`src/inc/sram_timing_cfg.svh`:
```
// constants for the static memory timing readback block
// Notes on behaviour
// - turnaround time reads at bits 19:17, codes 1..7 clocks
// - page cycle time reads at bits 16:14, codes 1..7 clocks
// - write pulse width reads at bits 13:11, codes 1..7 clocks
// - chip-select to output-enable delay reads at bits 10:8, codes 1..7
// - write cycle length reads at bits 7:4, codes 3..15 clocks
// - read cycle length reads at bits 3:0, codes 2..15 clocks
// - four independent readback copies, one per chip select 0..3
// - all counts are memory clocks, half the system clock rate
// - update command copies staged timing into the readback register of the chip select it names
// - multiplexed bus mode widens the effective write pulse of the last updated chip select by one clock, wrapping to 0 at code 7
// - page access and page cycle apply only in separate bus mode
`ifndef SRAM_TIMING_CFG_SVH
`define SRAM_TIMING_CFG_SVH
`define ADDR_W 4
`define OFS_READBACK0 4'h0
`define OFS_READBACK1 4'h1
`define OFS_READBACK2 4'h2
`define OFS_READBACK3 4'h3
`define OFS_STAGE 4'h4
`define OFS_CMD 4'h5
`define OFS_MODE 4'h6
`define CMD_UPDATE_BIT 0
`define CMD_CS_LSB 1
`define MODE_MUX_BIT 0
`define TIMING_RESET 20'h2B3CC
`define TIMING_MASK 32'h000FFFFF
`endif

```
`src/inc/sram_timing_pkg.sv`:
```
// types for the static memory timing readback block
package sram_timing_pkg;
  typedef struct packed {
    logic [2:0] turnaround_clocks;
    logic [2:0] page_cycle_clocks;
    logic [2:0] write_pulse_clocks;
    logic [2:0] cs_to_oe_clocks;
    logic [3:0] write_cycle_clocks;
    logic [3:0] read_cycle_clocks;
  } timing_t;
  typedef struct packed {
    logic [3:0] addr;
    logic [31:0] wdata;
    logic wr;
    logic rd;
  } reg_req_t;
  typedef enum logic [0:0] {
    MEM_PHASE_LOW = 1'b0,
    MEM_PHASE_HIGH = 1'b1
  } mem_phase_t;
endpackage

```
`src/hw/timing_slot.sv`:
```
// one chip select's timing readback register
`timescale 1ns/1ps
`include "sram_timing_cfg.svh"
module timing_slot (
  // clock and reset
  input wire logic sys_clk_i,
  input wire logic resetn_i,
  // load from staging
  input wire logic load_i,
  input wire sram_timing_pkg::timing_t staged_i,
  // readback
  output sram_timing_pkg::timing_t timing_o
);
  import sram_timing_pkg::*;
  timing_t timing_reg;
  always_ff @(posedge sys_clk_i or negedge resetn_i) begin
    if (!resetn_i) begin
      timing_reg <= timing_t'(`TIMING_RESET);
    end else if (load_i) begin
      timing_reg <= staged_i;
    end
  end
  assign timing_o = timing_reg;
endmodule

```
`src/hw/sram_timing_readback.sv`:
```
// timing readback registers with staging, update command and memory clock
//
// Added by the designer: the strobed register port and the placing of the registers.
`timescale 1ns/1ps
`include "sram_timing_cfg.svh"
module sram_timing_readback (
  // clock and reset
  input wire logic sys_clk_i,
  input wire logic resetn_i,
  // register port
  input wire logic [3:0] addr_i,
  input wire logic [31:0] wdata_i,
  input wire logic wr_i,
  input wire logic rd_i,
  output logic [31:0] rdata_o,
  // memory-side timing
  output logic mem_clk_en_o,
  output logic mux_mode_o,
  output logic [2:0] write_pulse_eff_o,
  output logic page_enable_o,
  output sram_timing_pkg::timing_t cs_timing_o [4]
);
  import sram_timing_pkg::*;
  ////////////////////////////////////////////////////////////////
  timing_t staged_reg;
  logic mux_reg;
  logic [1:0] sel_reg;
  logic [31:0] rdata_reg;
  mem_phase_t phase_reg;
  timing_t slot_q [4];
  logic [3:0] load_w;
  wire hit_stage = wr_i && (addr_i == `OFS_STAGE);
  wire hit_cmd = wr_i && (addr_i == `OFS_CMD);
  wire hit_mode = wr_i && (addr_i == `OFS_MODE);
  wire do_update = hit_cmd && wdata_i[`CMD_UPDATE_BIT];
  wire [1:0] cmd_cs = wdata_i[`CMD_CS_LSB +: 2];
  ////////////////////////////////////////////////////////////////
  // four independent copies; readback offsets take no writes
  genvar gi;
  generate
    for (gi = 0; gi < 4; gi++) begin : g_slot
      assign load_w[gi] = do_update && (cmd_cs == 2'(gi));
      timing_slot u_slot (
        .sys_clk_i(sys_clk_i),
        .resetn_i(resetn_i),
        .load_i(load_w[gi]),
        .staged_i(staged_reg),
        .timing_o(slot_q[gi])
      );
      assign cs_timing_o[gi] = slot_q[gi];
    end
  endgenerate
  ////////////////////////////////////////////////////////////////
  always_ff @(posedge sys_clk_i or negedge resetn_i) begin
    if (!resetn_i) begin
      staged_reg <= timing_t'(`TIMING_RESET);
      mux_reg <= 1'b0;
      sel_reg <= 2'h0;
    end else begin
      if (hit_stage) staged_reg <= timing_t'(wdata_i[19:0]);
      if (hit_mode) mux_reg <= wdata_i[`MODE_MUX_BIT];
      if (do_update) sel_reg <= cmd_cs;
    end
  end
  // memory clock enable at half the system rate
  always_ff @(posedge sys_clk_i or negedge resetn_i) begin
    if (!resetn_i) phase_reg <= MEM_PHASE_LOW;
    else phase_reg <= (phase_reg == MEM_PHASE_LOW) ? MEM_PHASE_HIGH : MEM_PHASE_LOW;
  end
  assign mem_clk_en_o = (phase_reg == MEM_PHASE_HIGH);
  ////////////////////////////////////////////////////////////////
  // effective timing of the last updated chip select
  wire timing_t cur = slot_q[sel_reg];
  assign mux_mode_o = mux_reg;
  // extra clock wraps to 0 if the code is 7; field width kept
  assign write_pulse_eff_o = mux_reg ? 3'(cur.write_pulse_clocks + 3'h1)
                                     : cur.write_pulse_clocks;
  assign page_enable_o = !mux_reg;
  ////////////////////////////////////////////////////////////////
  // read mux: fields land at bits 19:0, upper bits zero
  logic [31:0] rd_mux;
  always_comb begin
    rd_mux = 32'h00000000;
    case (addr_i)
      `OFS_READBACK0: rd_mux = {12'h000, slot_q[0]};
      `OFS_READBACK1: rd_mux = {12'h000, slot_q[1]};
      `OFS_READBACK2: rd_mux = {12'h000, slot_q[2]};
      `OFS_READBACK3: rd_mux = {12'h000, slot_q[3]};
      `OFS_MODE: rd_mux = {31'h00000000, mux_reg};
      default: rd_mux = 32'h00000000;
    endcase
  end
  always_ff @(posedge sys_clk_i or negedge resetn_i) begin
    if (!resetn_i) rdata_reg <= 32'h00000000;
    else rdata_reg <= rd_i ? rd_mux : 32'h00000000;
  end
  assign rdata_o = rdata_reg;

  ////////////////////////////////////////////////////////////////
  // per chip select: only its own update moves it, readback shows only it

  generate
    for (gi = 0; gi < 4; gi++) begin : g_chk

    end
  endgenerate
endmodule

```
`config.mk`:
```
export PLATFORM = sky130hd
export DESIGN_NAME = sram_timing_readback
export DESIGN_NICKNAME = d
export VERILOG_FILES = /design/src/inc/sram_timing_pkg.sv /design/src/hw/timing_slot.sv /design/src/hw/sram_timing_readback.sv
export VERILOG_INCLUDE_DIRS = /design/src /design/src/inc
export SDC_FILE = /design/constraint.sdc
export NUM_CORES = 1
export LEC_CHECK = 0
export BUFFER_PORTS_ARGS = -buffer_cell sky130_fd_sc_hd__buf_2
export CORE_AREA = 5 5 167 129
export CTS_CLUSTER_DIAMETER = 40
export CTS_CLUSTER_SIZE = 14
export DETAILED_ROUTE_END_ITERATION = 10
export DIE_AREA = 0 0 172 134
export PLACE_DENSITY = 0.61
export RECOVER_POWER = 50
export SLEW_MARGIN = 20
export SYNTH_ARGS = -nofsm -noshare
export SYNTH_HDL_FRONTEND = slang
export SYNTH_HIERARCHICAL = 1
export SYNTH_SLANG_ARGS = --single-unit
```
`constraint.sdc`:
```
create_clock -name sys_clk_i -period 2.55 [get_ports sys_clk_i]
set_input_delay 0 -clock sys_clk_i [delete_from_list [all_inputs] [get_ports sys_clk_i]]
set_output_delay 0 -clock sys_clk_i [all_outputs]
set_load 0.02 [all_outputs]
```
==> summary.txt <==
Status
  – Status: complete, but fails checks
  – Failing checks: capacitance limit, slew limit

Clocking
  – Postcts setup bufs: 0
  – Root Driver: clkbuf_16
  – Clk sinks: 124
  – Clk pin slew, worst setup/hold paths: 0.06 ns
  – Clock Tree Buf Depth: 2
  – Clock latency on the worst-skew pair: 0.41 ns
  – CTS tree: done
  – Cts bufs inserted: 17
  – PostCTS Resize Cnt: 0
  – CTS H-tree lvls: 4
  – # hold bufs at CTS: 22

Route
  – Via count: 3730
  – Drt wl/cell: 19.6 microns
  – Via density: 4.57
  – DR iter-0 viols: 244
  – First drt pass iteration count: 5
  – Remaining antenna violation count after routing: 0
  – Final WL: 16000 microns
  – DRC: 0

Cells and area
  – Nets@finish: 586
  – Synthesis-to-layout area growth: 28.7%
  – # diodes: 0
  – Final instance area: 0.00741 sq mm
  – Layout Utilization: 0.374
  – Max reg flops: 80
  – Layout cells sized above 1: 0.581
  – Most frequent cells in the layout: mux2_4, buf_2, dfrtp_1

Yosys
  – Cell taking the most area after synthesis: dfrtp_1
  – Register area share after synthesis: 0.550
  – FF+latch count, synth: 124
  – Syn Area/Cell: 15.3 sq um
  – Distinct cells, synth: 31
  – Post-synth top area share: 0.321
  – Post-synth EDFFs: 0
  – Mapped Cells: 377
  – Total number of yosys warnings: 6
  – Netlist Area Pre-Place: 0.00576 sq mm
  – Post-synth top flop: dfrtp_1
  – Asr flop ratio synth: 1.00
  – Largest cells by area after synthesis: dfrtp_1, dfstp_2, mux2_4

Timing
  – Final hold vios: 0
  – Final setup TNS: 0 ns
  – Period utilisation layout: 0.844
  – Max transition margin: -0.155
  – Final setup vio count: 0
  – Fin Clk Skew: 0.00649 ns
  – Worst-margin pin slew: 1.73 ns
  – Min setup slack post-route: 0.397 ns
  – Crit path time final: 2.15 ns
  – Fmax: 0.464 GHz
  – Fin. max-slew vios: 125
  – RSZ-0062 raised after global routing: no
  – Fin Hold WS: 0.0761 ns

GRT
  – Remaining Overflow, GRT: 0
  – Vias in the first global route: 3845
  – Largest net degree at the start of global routing: 125
  – Initial antenna violation count: 0
  – GRT Overall Usage: 0.138
  – First-pass GRT wire length: 23800 microns

Setup path
  – CP Capture Type: output port
  – Critical path, cell by cell: mux4_2 > ha_1 > nand2_1 > xnor2_1 > buf_2
  – Crit path required time: 2.55 ns
  – CP max stage delay: 0.60 ns
  – Startpoint types: flop
  – Kind of critical path: flop to output port
  – Crit path max-delay cell type: mux4_2
  – CP arrival: 2.15 ns
  – CP max FO: 4

Flow run
  – Max-cap violations: 1

Worst hold path
  – Hold/Removal Path Class: input port to flop

Pwr
  – Peak VDD IR: 0.310 mV
  – Leak: 3.34 nW
  – P per Cell Area: 737 mW/mm^2

Place
  – DP HPWL: 10700 microns
  – Placed cell area: 0.00670 sq mm
  – IO Port Bufs: 133
  – RD Place Congestion: 0.771
  – Setup WS pre-CTS: 0.659 ns

Floorplanning
  – Die Y: 134 microns
  – # IOs: 158
  – Die span in x: 172 microns
  – Row count: 45
  – Std-Cell Core Area: 0.0198 sq mm
  – Die outline area: 0.0230 sq mm
  – Initial core utilization: 0.291
-- worst max-delay path, delay by kind of cell (launching register included) --
kind / cells / cell delay, ns
XOR/XNOR: 1 / 0.14
adder cells (fa/ha/maj): 1 / 0.20
buffers and inverters: 1 / 0.20
flip-flops: 1 / 0.52
multiplexers: 1 / 0.60
AND/OR/NAND/NOR: 1 / 0.08
-- cell usage after synthesis (3+ instances only) --
cell and instances:
dfstp_2 50, dfrtp_1 74, a22oi_1 19, a21oi_2 10, inv_1 5, nor2_1 3
mux2_2 42, a21oi_1 10, mux2_4 80, nor3_1 4, nand2_1 24, buf_6 11
buf_2 10, mux4_2 3, buf_4 12
-- cell families after synthesis --
| family | after synthesis | share of synthesized area |
|---|---|---|
| flops | 124 | 0.550 |
| fa+ha+maj | 1 | 0.00217 |
| mux | 125 | 0.302 |
| xor+xnor | 2 | 0.00304 |
| simple gates | 42 | 0.0395 |
| compound gates | 43 | 0.0530 |
| other cells | 1 | 0.000651 |
| buf+inv | 39 | 0.0497 |
-- final cells by class --
cell class,count,area (sq um)
sequential,124,3170
inverter,5,18.8
fill,1938,12400
timing repair buffer,172,951
clock buffer,17,425
clock inverter,15,150
tap,258,323
multi-input combinational,225,2380
-- where the power goes --
group | internal [W] | switching (W) | total, W
Sequential | 0.00220 | 0.000206 | 0.00241
Combinational | 0.000330 | 0.000357 | 0.000687
Clock | 0.00143 | 0.000936 | 0.00237
-- path summary, 6_finish.rpt --
check	startpoint	endpoint	slack (ns)	cells past startpoint
min reg2reg	mem_clk_en_o	mem_clk_en_o	0.42	1
min	addr_i[3]	rdata_o[0]	0.08	4
max	sel_reg[0]	write_pulse_eff_o[2]	0.40	5
max reg2reg	g_slot[0].u_slot/timing_o[11]	rdata_o[11]	1.45	3
min in group asynchronous	resetn_i	g_slot[1].u_slot/timing_o[14]	0.70	3
max in group asynchronous	resetn_i	rdata_o[1]	0.72	3
-- layer usage --
metal / vias up / track usage / routed length (microns) / share of wire
li1: 1663 / - / - / -
met1: 1941 / 0.182 / 7030 / 0.44
met2: 109 / 0.217 / 7810 / 0.49
met3: 17 / 0.0412 / 881 / 0.055
met4: 0 / 0.0445 / 239 / 0.015
met5: - / 0 / 0 / 0
-- stage by stage --
stage | total power (W) | instances
6_report | 0.00546 | 816
5_1_grt | 0.00569 | 816
4_1_cts | 0.00554 | 816
3_5_place_dp | 0.00311 | 762
3_3_place_gp | 0.00308 | 762
2_1_floorplan | 0.00284 | 388
Note: power is estimated with default switching activity, not from simulation.
